===== src/include/tsc_pkg.sv =====
/*
  Shared constants of the timer section: register indices and byte
  addresses, field positions, auto-start and clock-select encodings,
  divider rates. Assumes a 25 MHz system clock.
*/
package tsc_pkg;
  localparam int ADDR_W = 8;
  localparam int CNT_W = 16;
  // printed offsets are indices; byte address is four times the index
  localparam logic [7:0] IDX_START_STOP = 8'h0E;
  localparam logic [7:0] IDX_CONFIG = 8'h0F;
  localparam logic [7:0] IDX_RELOAD_HI = 8'h10;
  localparam logic [7:0] IDX_RELOAD_LO = 8'h11;
  localparam logic [7:0] IDX_COUNT_HI = 8'h12;
  localparam logic [7:0] IDX_COUNT_LO = 8'h13;
  localparam logic [7:0] IDX_FLAG = 8'h20;
  localparam logic [ADDR_W-1:0] ADDR_START_STOP = 8'h38;
  localparam logic [ADDR_W-1:0] ADDR_CONFIG = 8'h3C;
  localparam logic [ADDR_W-1:0] ADDR_RELOAD_HI = 8'h40;
  localparam logic [ADDR_W-1:0] ADDR_RELOAD_LO = 8'h44;
  localparam logic [ADDR_W-1:0] ADDR_COUNT_HI = 8'h48;
  localparam logic [ADDR_W-1:0] ADDR_COUNT_LO = 8'h4C;
  localparam logic [ADDR_W-1:0] ADDR_FLAG = 8'h80;
  // start/stop register layout
  localparam int MASK_LSB = 0;
  localparam int ACTIVE_LSB = 4;
  localparam int NUM_TIMERS = 4;
  // config register layout
  localparam int CFG_HALT_RX = 7;
  localparam int CFG_AUTO_MSB = 5;
  localparam int CFG_AUTO_LSB = 4;
  localparam int CFG_RELOAD_UF = 3;
  localparam int CFG_CLK_MSB = 1;
  localparam int CFG_CLK_LSB = 0;
  localparam logic [7:0] CFG_WRITABLE = 8'hBB;
  localparam logic [7:0] CONFIG_RESET = 8'h00;
  localparam logic [7:0] RELOAD_RESET = 8'h00;
  localparam int FLAG_BIT = 0;
  // auto-start source encodings
  localparam logic [1:0] AUTO_NONE = 2'h0;
  localparam logic [1:0] AUTO_TX_END = 2'h1;
  localparam logic [1:0] AUTO_TRIM_HOLD = 2'h2;
  localparam logic [1:0] AUTO_TRIM_UF = 2'h3;
  // count clock select encodings
  localparam logic [1:0] CLK_FAST = 2'h0;
  localparam logic [1:0] CLK_SLOW = 2'h1;
  localparam logic [1:0] CLK_THIRD_UF = 2'h2;
  localparam logic [1:0] CLK_SECOND_UF = 2'h3;
  // rates in Hz for the fractional tick dividers
  localparam int ACC_W = 26;
  localparam logic [ACC_W-1:0] SYS_CLK_HZ = 26'h17D7840;
  localparam logic [ACC_W-1:0] FAST_TICK_HZ = 26'hCEE8C0;
  localparam logic [ACC_W-1:0] SLOW_TICK_HZ = 26'h33BA3;
endpackage : tsc_pkg


===== src/include/tsc_cnt_if.sv =====
/*
  Carrier between the register front end and the first timer's counter.
  Assumes both ends run on the same system clock.
*/
interface tsc_cnt_if;
  import tsc_pkg::*;
  logic tick;
  logic start;
  logic stop;
  logic autoReload;
  logic holdAtZero;
  logic [CNT_W-1:0] reload;
  logic [CNT_W-1:0] count;
  logic running;
  logic underflow;
  modport ctrl (output tick, start, stop, autoReload, holdAtZero, reload,
    input count, running, underflow);
  modport core (input tick, start, stop, autoReload, holdAtZero, reload,
    output count, running, underflow);
endinterface : tsc_cnt_if


===== src/design/tsc_timer_top.sv =====
/*
  Timer section control with the first timer: Avalon-MM slave, masked
  start/stop register, first timer configuration, reload and readback.
  Assumes tx/rx event and other-timer underflow inputs are one-cycle
  pulses from logic on clk_sys; the trimming oscillator is a pin.
*/
// Implementation choice: the Avalon-MM interface to the registers.
// Overview of operation
// - a start/stop write changes a high running bit only where its low mask bit is one.
// - mask bit n governs running bit n+4, so bit 3 drives bit 7 and bit 0 drives bit 4.
// - bits 7..4 report the four timers as running and start or stop them at once.
// - with halt-on-receive set the first timer stops when the first four bits arrive.
// - halt-on-receive has no effect while a trimming mode is selected.
// - auto-start 00 never starts the timer; 01 starts it at the end of a transmission.
// - auto-start 10 trims without underflow, 11 trims with it, both toggled on rising edges.
// - outside auto-start 10, with auto-reload set the counter reloads at zero and goes on, else it stops.
// - every underflow sets the timer underflow flag.
// - clock select 00 counts at 13.56 MHz and 01 at 211.875 kHz.
// - clock select 10 counts third timer underflows, 11 second timer underflows.
// - each start event loads the counter from the 16-bit reload value.
// - a reload write only acts at the next start event or auto-reload underflow.
module tsc_timer_top
  import tsc_pkg::*;
(
  input wire logic clk_sys,
  input wire logic rst_b,
  input wire logic [ADDR_W-1:0] avs_address,
  input wire logic avs_read,
  input wire logic avs_write,
  input wire logic [31:0] avs_writedata,
  input wire logic [3:0] avs_byteenable,
  output logic [31:0] avs_readdata,
  output logic avs_waitrequest,
  input wire logic txDone,
  input wire logic rxFirstBits,
  input wire logic secondTimerUnderflow,
  input wire logic thirdTimerUnderflow,
  input wire logic lowFreqOscillator,
  output logic [NUM_TIMERS-1:0] timerActive,
  output logic timerUnderflowFlag,
  output logic timerZeroUnderflow
);
  tsc_cnt_if cnt ();

  tsc_counter u_counter (
    .clk_sys(clk_sys),
    .rst_b(rst_b),
    .cnt(cnt)
  );

  // bus slave
  logic [7:0] config_;
  logic [7:0] reloadHigh;
  logic [7:0] reloadLow;
  logic [NUM_TIMERS-1:1] otherActive;
  logic request;
  logic accept;
  logic wrLane;
  logic [7:0] wrByte;
  logic wrStartStop;
  logic wrConfig;
  logic wrReloadHi;
  logic wrReloadLo;
  logic wrFlag;
  logic [7:0] rdMux;
  logic [3:0] writeMask;
  logic [3:0] writeActive;

  assign request = avs_read || avs_write;
  // one wait state: data is latched while waitrequest is high
  assign accept = request && !avs_waitrequest;
  assign wrLane = avs_write && accept && avs_byteenable[0];
  assign wrByte = avs_writedata[7:0];
  assign wrStartStop = wrLane && avs_address == ADDR_START_STOP;
  assign wrConfig = wrLane && avs_address == ADDR_CONFIG;
  assign wrReloadHi = wrLane && avs_address == ADDR_RELOAD_HI;
  assign wrReloadLo = wrLane && avs_address == ADDR_RELOAD_LO;
  assign wrFlag = wrLane && avs_address == ADDR_FLAG;
  assign writeMask = wrByte[MASK_LSB+3:MASK_LSB];
  assign writeActive = wrByte[ACTIVE_LSB+3:ACTIVE_LSB];

  // mask bits are write-only and read back as zero
  assign rdMux =
    (avs_address == ADDR_START_STOP) ?
      {otherActive, cnt.running, 4'h0} :
    (avs_address == ADDR_CONFIG) ? config_ :
    (avs_address == ADDR_RELOAD_HI) ? reloadHigh :
    (avs_address == ADDR_RELOAD_LO) ? reloadLow :
    (avs_address == ADDR_COUNT_HI) ? cnt.count[15:8] :
    (avs_address == ADDR_COUNT_LO) ? cnt.count[7:0] :
    (avs_address == ADDR_FLAG) ? {7'h00, timerUnderflowFlag} :
    8'h00;

  always_ff @(posedge clk_sys or negedge rst_b) begin
    if (!rst_b) begin
      avs_waitrequest <= 1'b1;
      avs_readdata <= 32'h0000_0000;
    end else begin
      avs_waitrequest <= !(request && avs_waitrequest);
      if (request && avs_waitrequest) begin
        avs_readdata <= {24'h00_0000, rdMux};
      end
    end
  end

  // configuration and reload bytes
  always_ff @(posedge clk_sys or negedge rst_b) begin
    if (!rst_b) begin
      config_ <= CONFIG_RESET;
      reloadHigh <= RELOAD_RESET;
      reloadLow <= RELOAD_RESET;
    end else begin
      if (wrConfig) begin
        config_ <= wrByte & CFG_WRITABLE;
      end
      // reload bytes only feed the counter at a start event or an auto-reload underflow
      if (wrReloadHi) begin
        reloadHigh <= wrByte;
      end
      if (wrReloadLo) begin
        reloadLow <= wrByte;
      end
    end
  end

  // field decode
  logic haltOnReceive;
  logic [1:0] autoStartSource;
  logic reloadOnUnderflow;
  logic [1:0] countClockSelect;
  logic trimMode;
  assign haltOnReceive = config_[CFG_HALT_RX];
  assign autoStartSource = config_[CFG_AUTO_MSB:CFG_AUTO_LSB];
  assign reloadOnUnderflow = config_[CFG_RELOAD_UF];
  assign countClockSelect = config_[CFG_CLK_MSB:CFG_CLK_LSB];
  assign trimMode = autoStartSource[1];

  // fractional dividers: 13.56 MHz is not a sub-multiple of 25 MHz,
  // so ticks average the rate with one cycle of jitter
  localparam logic [ACC_W-1:0] RATE [2] = '{FAST_TICK_HZ, SLOW_TICK_HZ};
  logic [1:0] rateTick;
  genvar r;
  generate
    for (r = 0; r < 2; r++) begin : g_rate
      logic [ACC_W-1:0] acc;
      logic [ACC_W-1:0] sum;
      logic hit;
      assign sum = acc + RATE[r];
      assign hit = sum >= SYS_CLK_HZ;
      always_ff @(posedge clk_sys or negedge rst_b) begin
        if (!rst_b) begin
          acc <= '0;
          rateTick[r] <= 1'b0;
        end else begin
          acc <= hit ? sum - SYS_CLK_HZ : sum;
          rateTick[r] <= hit;
        end
      end
    end
  endgenerate

  // clock select
  logic selTick;
  assign selTick =
    (countClockSelect == CLK_FAST) ? rateTick[0] :
    (countClockSelect == CLK_SLOW) ? rateTick[1] :
    (countClockSelect == CLK_THIRD_UF) ? thirdTimerUnderflow :
    secondTimerUnderflow;

  // trimming oscillator pin: synchroniser then edge detect
  logic oscMeta;
  logic oscSync;
  logic oscLast;
  logic oscRise;
  always_ff @(posedge clk_sys or negedge rst_b) begin
    if (!rst_b) begin
      oscMeta <= 1'b0;
      oscSync <= 1'b0;
      oscLast <= 1'b0;
    end else begin
      oscMeta <= lowFreqOscillator;
      oscSync <= oscMeta;
      oscLast <= oscSync;
    end
  end
  assign oscRise = oscSync && !oscLast;

  // start and stop events of the first timer
  logic swStart;
  logic swStop;
  logic txStart;
  logic trimStart;
  logic trimStop;
  logic rxHalt;
  assign swStart = wrStartStop && writeMask[0] && writeActive[0];
  assign swStop = wrStartStop && writeMask[0] && !writeActive[0];
  assign txStart = autoStartSource == AUTO_TX_END && txDone;
  assign trimStart = trimMode && oscRise && !cnt.running;
  assign trimStop = trimMode && oscRise && cnt.running;
  // receive halt is blanked in trimming modes
  assign rxHalt = haltOnReceive && !trimMode && rxFirstBits;

  assign cnt.start = swStart || txStart || trimStart;
  assign cnt.stop = swStop || trimStop || rxHalt;
  assign cnt.tick = selTick;
  assign cnt.autoReload = reloadOnUnderflow;
  assign cnt.holdAtZero = autoStartSource == AUTO_TRIM_HOLD;
  assign cnt.reload = {reloadHigh, reloadLow};

  // other timers' running bits, each behind its own mask bit
  genvar t;
  generate
    for (t = 1; t < NUM_TIMERS; t++) begin : g_active
      always_ff @(posedge clk_sys or negedge rst_b) begin
        if (!rst_b) begin
          otherActive[t] <= 1'b0;
        end else if (wrStartStop && writeMask[t]) begin
          otherActive[t] <= writeActive[t];
        end
      end
    end
  endgenerate

  // underflow flag: write one to clear, a new underflow wins
  always_ff @(posedge clk_sys or negedge rst_b) begin
    if (!rst_b) begin
      timerUnderflowFlag <= 1'b0;
      timerActive <= '0;
      timerZeroUnderflow <= 1'b0;
    end else begin
      if (cnt.underflow) begin
        timerUnderflowFlag <= 1'b1;
      end else if (wrFlag && wrByte[FLAG_BIT]) begin
        timerUnderflowFlag <= 1'b0;
      end
      timerActive <= {otherActive, cnt.running};
      timerZeroUnderflow <= cnt.underflow;
    end
  end
endmodule : tsc_timer_top


===== src/design/tsc_counter.sv =====
/*
  Down counter of the first timer: load on start, decrement per tick,
  underflow with optional reload. Assumes start, stop and tick are
  one-cycle pulses on clk_sys.
*/
module tsc_counter
  import tsc_pkg::*;
(
  input wire logic clk_sys,
  input wire logic rst_b,
  tsc_cnt_if.core cnt
);
  logic atZero;
  logic wrap;
  assign atZero = (cnt.count == '0);
  // trimming without underflow just parks at zero
  assign wrap = cnt.tick && cnt.running && atZero && !cnt.holdAtZero;

  always_ff @(posedge clk_sys or negedge rst_b) begin
    if (!rst_b) begin
      cnt.count <= '0;
      cnt.running <= 1'b0;
      cnt.underflow <= 1'b0;
    end else begin
      cnt.underflow <= 1'b0;
      if (cnt.start) begin
        cnt.count <= cnt.reload;
        cnt.running <= 1'b1;
      end else if (cnt.stop) begin
        cnt.running <= 1'b0;
      end else if (wrap) begin
        cnt.underflow <= 1'b1;
        if (cnt.autoReload) begin
          cnt.count <= cnt.reload;
        end else begin
          cnt.running <= 1'b0;
        end
      end else if (cnt.tick && cnt.running && !atZero) begin
        cnt.count <= cnt.count - 1'b1;
      end
    end
  end
endmodule : tsc_counter


===== config.mk =====
export PLATFORM = sky130hd
export DESIGN_NAME = tsc_timer_top
export DESIGN_NICKNAME = d
export VERILOG_FILES = /design/src/include/tsc_pkg.sv /design/src/include/tsc_cnt_if.sv /design/src/design/tsc_timer_top.sv /design/src/design/tsc_counter.sv
export SDC_FILE = /design/constraint.sdc
export NUM_CORES = 1
export LEC_CHECK = 0
export ABC_AREA = 1
export BUFFER_PORTS_ARGS = -buffer_cell sky130_fd_sc_hd__clkbuf_2
export CAP_MARGIN = 10
export CORE_MARGIN = 2
export CORE_UTILIZATION = 25
export CTS_CLUSTER_DIAMETER = 200
export DETAILED_ROUTE_END_ITERATION = 8
export PLACE_DENSITY = 0.52
export SLEW_MARGIN = 20
export SYNTH_ARGS = -nofsm -noshare
export SYNTH_HDL_FRONTEND = slang
export SYNTH_SLANG_ARGS = --single-unit
export TNS_END_PERCENT = 20

===== constraint.sdc =====
create_clock -name clk_sys -period 6.1 [get_ports clk_sys]
set_input_delay 0.915 -clock clk_sys [delete_from_list [all_inputs] [get_ports clk_sys]]
set_output_delay 0.915 -clock clk_sys [all_outputs]
set_load 0.02 [all_outputs]

==> results.txt, run 1 <==
----------------------------------------------------
[Synthesis]
  Synth top area cells ... dfrtp_1, nand2_1, inv_1, nand3_1, nor2_1
  Commonest cells post-synth ... nand2_1, inv_1, nor2_1
  Count of warnings emitted by yosys ... 0
  Proportion of synthesized flip-flops having asynchronous set or reset ... 100%
  Largest area contributor in the synthesized netlist ... dfrtp_1
  Number of synthesized flops with an enable pin ... 0
  Flip-flop cell with the highest count after synthesis ... dfrtp_1
  Number of distinct library cells after synthesis ... 47
  Synth Instances ... 1219
  Cell area after technology mapping ... 8000 µm²
  Fraction of synthesized cell area taken by the top area cell type ... 33.8%
  Sequential share of the synthesized area ... 34.1%
  Library cell with the highest instance count after synthesis ... nand2_1
  Flops & latches, synth ... 109
  Post-Syn Area per Cell ... 6.56 µm²

[Worst setup path]
  Critical path capture point type ... flip-flop
  Worst setup slack for register-to-register paths ... 2.81 ns
  Startpoint type of the worst setup path ... flip-flop
  Worst Path Max Fanout ... 34
  Cell with the most instances on the worst path ... nand2_1
  Required time worst endpoint ... 6.38 ns
  Cell with the biggest individual delay on the critical path ... dfrtp_1
  Cell breakdown of the critical path ... inv_1, ha_1, inv_1, nand4_1, nand2_1, nand2_1, nand2_1, inv_1, ha_1, nand2_1, nor2_1, nand3_1, nor2_1, nand2_1, nor2_1, nand2_1, nor2_2, nand2_2, nand3_4, nand2_1, o21ai_2
  Worst setup path category ... flip-flop to flip-flop
  WP data arrival ... 3.58 ns
  Delay of the slowest cell on the worst path ... 0.41 ns

[Run]
  Max_cap viols ... 0

[Routing]
  Via/cell ratio ... 4.60
  Post-detailed-route count of antenna-violating nets ... 0
  Post-Route M1 WL ... 11200 µm
  Uppermost metal layer occupied by signal nets ... met4
  Final routed wire length divided by cell count ... 13.4 µm
  Drt pass-1 iters ... 5
  Initial DRC count ... 473
  Remaining DRCs ... 0
  Vias after detailed routing ... 7641
  Total routed wirelength ... 22300 µm
  Routed length on met2 ... 10000 µm
  Detail Route met3 WL ... 492 µm

[GRT]
  Via count of the first global-routing pass ... 7362
  Pin count of the biggest net entering global routing ... 63
  Wire length of the first global-routing pass ... 37400 µm
  Sum of overflow across all layers after global routing ... 0
  Total global routing track utilization ... 13.8%
  Initial antenna violation count ... 0

[Clocking]
  Register clock-pin slew on the reported worst setup and hold paths ... 0.09 ns
  TritonCTS clock tree ... done
  Number of hold-repair buffers added at the cts stage ... 0
  CTS buffer count ... 9
  Cts repair resizes ... 0
  Source-to-sink clock delay at the later pin of the worst-skew pair ... 0.37 ns
  Clock H-tree levels ... 3
  Maximum buffer depth of the clock tree ... 2
  Count of clock tree sinks ... 109
  Number of setup buffers added after CTS ... 0
  Root cell of the clock tree ... clkbuf_16

[Layout]
  Number of nets in the layout ... 1315
  Filler Cell Count ... 3501
  Utilization after layout ... 28.0%
  Fraction of layout instances using a drive strength above 1 ... 9.85%
  Area of all sequential standard cells ... 2730 µm²
  Antenna diode count ... 0
  Syn-to-layout area delta ... 10.5%
  Post-layout instance count excluding filler cells ... 1661
  Area taken by multi-input logic gates ... 4500 µm²

[Die]
  Area of the die ... 33500 µm²
  Core area ... 31600 µm²
  Die Wd ... 183 µm
  Cell row count ... 65
  Starting density of the core ... 25.4%
  Die Height ... 183 µm
  Total I/O pin count ... 92

[STA]
  Total negative slack ... 0 ns
  Post-route clock skew ... 0.0190 ns
  Worst hold slack after final layout ... 0.356 ns
  # setup viols final ... 0
  Remaining max-slew budget at the tightest pin ... 34.8%
  Final hold violations ... 0
  Share of the clock period used by the worst path ... 54.0%
  Worst-Margin Slew ... 0.976 ns
  Max frequency ... 304 MHz
  Post-layout min period ... 3.29 ns
  Final count of pins violating max slew ... 0
  Setup repair after global routing missed its margin ... false

[Pwr]
  VDD IR-drop max ... 126 µV
  Pwr dens ... 196 nW/µm²
  Leakage power total ... 4.33 nW

[Placement]
  Inst Count DP ... 1645
  Placed wire-length estimate after detailed placement ... 16800 µm
  Buffers added on ports ... 40
  Final Wtd Congestion ... 0.865

[Status]
  Outcome ... finished, final reports clean

[Worst hold path]
  Path category of the worst min-delay check ... flip-flop to flip-flop

----------------------------------------------------
through the flow:
stage	area [µm²]	power (mW)	setup slack, ns
floorplan	8090	1.04	3.53
global placement	8520	1.10	2.48
detailed placement	8520	1.11	2.45
CTS	8840	1.76	2.80
global route	8840	1.83	2.41
finish	8840	1.73	2.81
sequential cells by signal, indices dropped and copies added, names as in the netlist:
register / count
u_counter.cnt.underflow: 1
u_counter.cnt.count: 16
otherActive: 3
avs_waitrequest: 1
timerUnderflowFlag: 1
rateTick: 2
g_rate.acc: 46
timerActive: 4
config_: 6
reloadLow: 8
oscLast: 1
timerZeroUnderflow: 1
oscSync: 1
avs_readdata: 8
oscMeta: 1
reloadHigh: 8
u_counter.cnt.running: 1
path summary, 6_finish.rpt:
kind | end | from | depth (start not counted)
max in group asynchronous | g_rate[1].acc[24]$_DFF_PN0_ | rst_b | 2
worst max-delay path | g_rate[1].acc[10]$_DFF_PN0_ | g_rate[1].acc[0]$_DFF_PN0_ | 21
min in group asynchronous | g_rate[1].acc[9]$_DFF_PN0_ | rst_b | 1
worst min-delay path | oscSync$_DFF_PN0_ | oscMeta$_DFF_PN0_ | 0
worst max register to register | g_rate[1].acc[10]$_DFF_PN0_ | g_rate[1].acc[0]$_DFF_PN0_ | 21
worst min register to register | oscSync$_DFF_PN0_ | oscMeta$_DFF_PN0_ | 0
layer usage:
metal / up-vias / GRT usage, %
met5: - / 0
met2: 122 / 22.7
met1: 3569 / 19.0
li1: 3922 / -
met3: 28 / 1.53
met4: 0 / 4.45
kinds of logic after synthesis:
kind of cell	synth area share, %
compound gates	10.8
xor+xnor	3.94
fa+ha+maj	1.25
buf+inv	10.8
flops	34.1
other cells	0.0469
simple gates	39.1
layout make-up:
type	count	area share (%)
sequential	109	30.9
multi-input combinational	939	50.9
clock inverter	7	1.03
inverter	153	6.51
tap	402	5.69
timing repair buffer	42	2.46
clock buffer	9	2.55
where the power goes:
group	leakage [nW]	switching (mW)	internal (mW)	total, mW
Combinational	2.82	0.170	0.0881	0.258
Sequential	1.36	0.0581	0.780	0.838
Clock	0.155	0.332	0.301	0.633
Total	4.33	0.560	1.17	1.73
critical path: cells and delay by family, from the launching register on:
| kind | cells | cell delay (ns) |
|---|---|---|
| compound gates | 1 | 0.08 |
| fa+ha+maj | 2 | 0.40 |
| flops | 1 | 0.41 |
| simple gates | 15 | 2.01 |
| buf+inv | 3 | 0.29 |
cells in the final DEF, fill, tap and decap left out, types with 2 or more instances in the layout:
master / netlist / routed
nor2_1: 115 / 115
nor3_1: 12 / 12
inv_8: 0 / 3
nand3_1: 106 / 106
ha_1: 8 / 8
nand2_1: 415 / 415
nor4_1: 2 / 2
o22ai_1: 4 / 4
nand2_2: 15 / 15
o211ai_1: 11 / 11
xor2_1: 31 / 31
a21boi_0: 2 / 2
a31oi_1: 9 / 9
nand2_4: 3 / 3
o221ai_1: 5 / 5
inv_2: 5 / 5
clkbuf_2: 0 / 39
nor2_2: 22 / 22
clkbuf_16: 0 / 9
a21oi_1: 23 / 23
nand4_1: 20 / 20
o21ai_2: 9 / 10
dfrtp_1: 108 / 108
nand3_2: 3 / 3
o2111ai_1: 2 / 2
nand3b_1: 8 / 8
clkinv_8: 0 / 2
buf_4: 26 / 3
conb_1: 1 / 24
o21ai_0: 66 / 66
o21ai_1: 7 / 6
inv_1: 146 / 146
xnor2_1: 5 / 5
Power figures use the tool's default switching activity.
==> inputs of run 2 (changes only) <==
- PLACE_DENSITY: 0.52 -> 0.53
- clock period: 6.1 -> 3 ns (I/O delays scaled with it)
==> run 2 against run 1 <==
Total power rose by 100%. Die area did not move. Maximum frequency rose by 22%. Count of clock-buffer cells in the layout did not move. Global-route usage fell by 0.061 points. Non-clock buffer count rose by 19. Via count rose by 0.52%. Utilization rose by 0.71 points. Combinational power rose by 110%. Critical endpoint is now g_rate[1].acc[8]$_DFF_PN0_. Highest routed layer unchanged. Sequential share of layout area fell by 0.77 points. Clock power rose by 100%. Largest power group unchanged.
==> results.txt, run 2 (synthesis results as in run 1) <==
----------------------------------------------------
[Placement]
  Placement-stage worst setup slack ... 0.113 ns (-2.34 ns)
  Placed wire-length estimate after detailed placement ... 17300 µm (+2.9%)
  Buffers added on ports ... 40 (unchanged)
  Final Wtd Congestion ... 0.895 (+3.5%)

[Worst setup path]
  Worst Path Max Fanout ... 10 (-71%)
  CP Launch Point ... g_rate[1].acc[0]$_DFF_PN0_
  Required time worst endpoint ... 3.24 ns (-3.14 ns)
  Worst setup path category ... flip-flop to flip-flop
  Critical path capture point type ... flip-flop
  Crit Reg-Reg Startpoint ... g_rate[1].acc[0]$_DFF_PN0_
  Register-to-Register Path Depth ... 21 (unchanged)
  Startpoint type of the worst setup path ... flip-flop
  WP data arrival ... 2.94 ns (-0.64 ns)

[Routing]
  Drt pass-1 iters ... 5 (unchanged)
  Final routed wire length divided by cell count ... 13.3 µm (-0.62%)
  Uppermost metal layer occupied by signal nets ... met4
  Post-Route M1 WL ... 10600 µm (-5.3%)
  Detail Route met3 WL ... 730 µm (+48%)
  Remaining DRCs ... 0 (unchanged)
  Vias after detailed routing ... 7681 (+0.52%)
  Initial DRC count ... 504 (+6.6%)
  Total routed wirelength ... 22400 µm (+0.51%)
  Routed length on met2 ... 10400 µm (+3.2%)
  Post-detailed-route count of antenna-violating nets ... 0 (unchanged)
  Via/cell ratio ... 4.57 (-0.61%)

[Layout]
  Utilization after layout ... 28.7% (+0.71 points)
  Syn-to-layout area delta ... 13.3%
  Register name with the most flops ... g_rate.acc
  Area taken by multi-input logic gates ... 4520 µm² (+0.42%)
  Fraction of layout instances using a drive strength above 1 ... 11.7% (+1.8 points)
  Antenna diode count ... 0 (unchanged)
  Max reg flops ... 46 (unchanged)
  Commonest cells after routing, fill and taps aside ... nand2_1, inv_1, nor2_1, dfrtp_1, nand3_1
  Filler Cell Count ... 3458 (-1.2%)
  Commonest non-fill, non-tap cell in the layout ... nand2_1
  Area of all sequential standard cells ... 2730 µm² (unchanged)
  Registers with the most flip-flops ... g_rate.acc x46, u_counter.cnt.count x16
  Number of nets in the layout ... 1334 (+1.4%)

[STA]
  Share of the clock period used by the worst path ... 89.9% (+36 points)
  Post-layout min period ... 2.70 ns (-0.597 ns)
  Final count of pins violating max slew ... 0 (unchanged)
  # setup viols final ... 0 (unchanged)
  Remaining max-slew budget at the tightest pin ... 48.8% (+14 points)
  Worst-Margin Slew ... 0.749 ns (-0.227 ns)
  Smallest setup slack after layout ... 0.303 ns (-2.50 ns)
  Max frequency ... 371 MHz (+22%)
  Post-route clock skew ... 0.0185 ns (-0.000477 ns)
  Final hold violations ... 0 (unchanged)
  Total negative slack ... 0 ns (unchanged)

[Status]
  Outcome ... finished, final reports clean

[Die]
  Total I/O pin count ... 92 (unchanged)
  Die Wd ... 183 µm (unchanged)
  Starting density of the core ... 25.4% (unchanged)
  Cell row count ... 65 (unchanged)
  Area of the die ... 33500 µm² (unchanged)
  Core area ... 31600 µm² (unchanged)
  Die Height ... 183 µm (unchanged)

[Clocking]
  TritonCTS clock tree ... done
  CTS buffer count ... 9 (unchanged)
  Clock H-tree levels ... 3 (unchanged)
  Root cell of the clock tree ... clkbuf_16
  Source-to-sink clock delay at the later pin of the worst-skew pair ... 0.37 ns (about the same)
  Maximum buffer depth of the clock tree ... 2 (unchanged)
  Number of hold-repair buffers added at the cts stage ... 0 (unchanged)
  Register clock-pin slew on the reported worst setup and hold paths ... 0.09 ns (about the same)
  Count of clock tree sinks ... 109 (unchanged)

[GRT]
  Pin count of the biggest net entering global routing ... 52 (-17%)
  Total global routing track utilization ... 13.7% (-0.061 points)
  Sum of overflow across all layers after global routing ... 0 (unchanged)
  Via count of the first global-routing pass ... 7373 (+0.15%)
  Wire length of the first global-routing pass ... 37300 µm (-0.33%)
  Initial antenna violation count ... 0 (unchanged)

[Pwr]
  Leakage power total ... 4.44 nW (+2.3%)
  Pwr dens ... 387 nW/µm² (+98%)
  Power, Total ... 3.50 mW (+100%)
  VDD IR-drop max ... 291 µV (+130%)

[Run]
  Max_cap viols ... 0 (unchanged)

[Worst hold path]
  Path category of the worst min-delay check ... primary input to asynchronous set/reset pin

----------------------------------------------------
==> run 2: cell types whose count changed in the layout (fill, tap and decap cells not counted), sizes merged <==
cell / delta
buf: +18
clkbuf: +1
clkinv: +3
inv: -3
==> run 2: area by class of cell <==
class | instances | area share [%]
clock buffer | 9 | 2.48
clock inverter | 7 | 1.09
inverter | 153 | 6.36
multi-input combinational | 939 | 49.8
sequential | 109 | 30.1
tap | 402 | 5.55
timing repair buffer | 61 | 4.58
==> run 2: worst paths after layout <==
check	to	slack (ns)
min	timerZeroUnderflow$_DFF_PN0_	0.09
max reg2reg	g_rate[1].acc[8]$_DFF_PN0_	0.30
max	g_rate[1].acc[8]$_DFF_PN0_	0.30
min reg2reg	oscSync$_DFF_PN0_	0.37
min in group clk_sys	oscMeta$_DFF_PN0_	0.18
max in group asynchronous	reloadLow[7]$_DFFE_PN0P_	2.18
==> run 2: repair_timing <==
item | in CTS | in global routing
setup endpoints to repair | 0 | 39
resized for setup | 0 | 8
hold endpoints to repair | 0 | 0
setup buffers | 0 | 2
==> run 2: critical path, stage by stage, from the launching register on <==
cell and delay (ns):
dfrtp_1 0.41, inv_2 0.09, ha_4 0.16, inv_1 0.06
nand4_1 0.12, nand2_2 0.09, nand2_1 0.06, nand2_1 0.11
inv_2 0.10, ha_1 0.14, nand2_1 0.05, nor2_1 0.10
nand3_1 0.08, nor2_1 0.14, nand2_1 0.08, nor2_1 0.12
nand2_1 0.08, nor2_2 0.11, nand2_2 0.11, nand3_4 0.13
clkbuf_16 0.19, o21ai_1 0.06
==> run 2: where the power goes <==
group          total (mW)  switching, mW  leakage (nW)  internal, mW
registers            1.69          0.108          1.36          1.59
clock network        1.27          0.663         0.155         0.611
logic               0.537          0.351          2.92         0.186
total                3.50           1.12          4.44          2.38
==> run 2: stage by stage <==
stage | std cells | cell area (µm²) | hold slack (ns)
after floorplan | 1242 | 8090 | 0.154
after global placement | 1661 | 8680 | 0.338
after detailed placement | 1661 | 8680 | 0.346
after CTS | 1677 | 9010 | 0.122
after global routing | 1680 | 9070 | 0.152
final | 1680 | 9070 | 0.0904
==> run 2: metal layers <==
layer / vias up / global-route usage (%)
li1: 3970 / -
met1: 3520 / 17.9
met2: 158 / 23.1
met3: 33 / 1.91
met4: 0 / 5.09
met5: - / 0
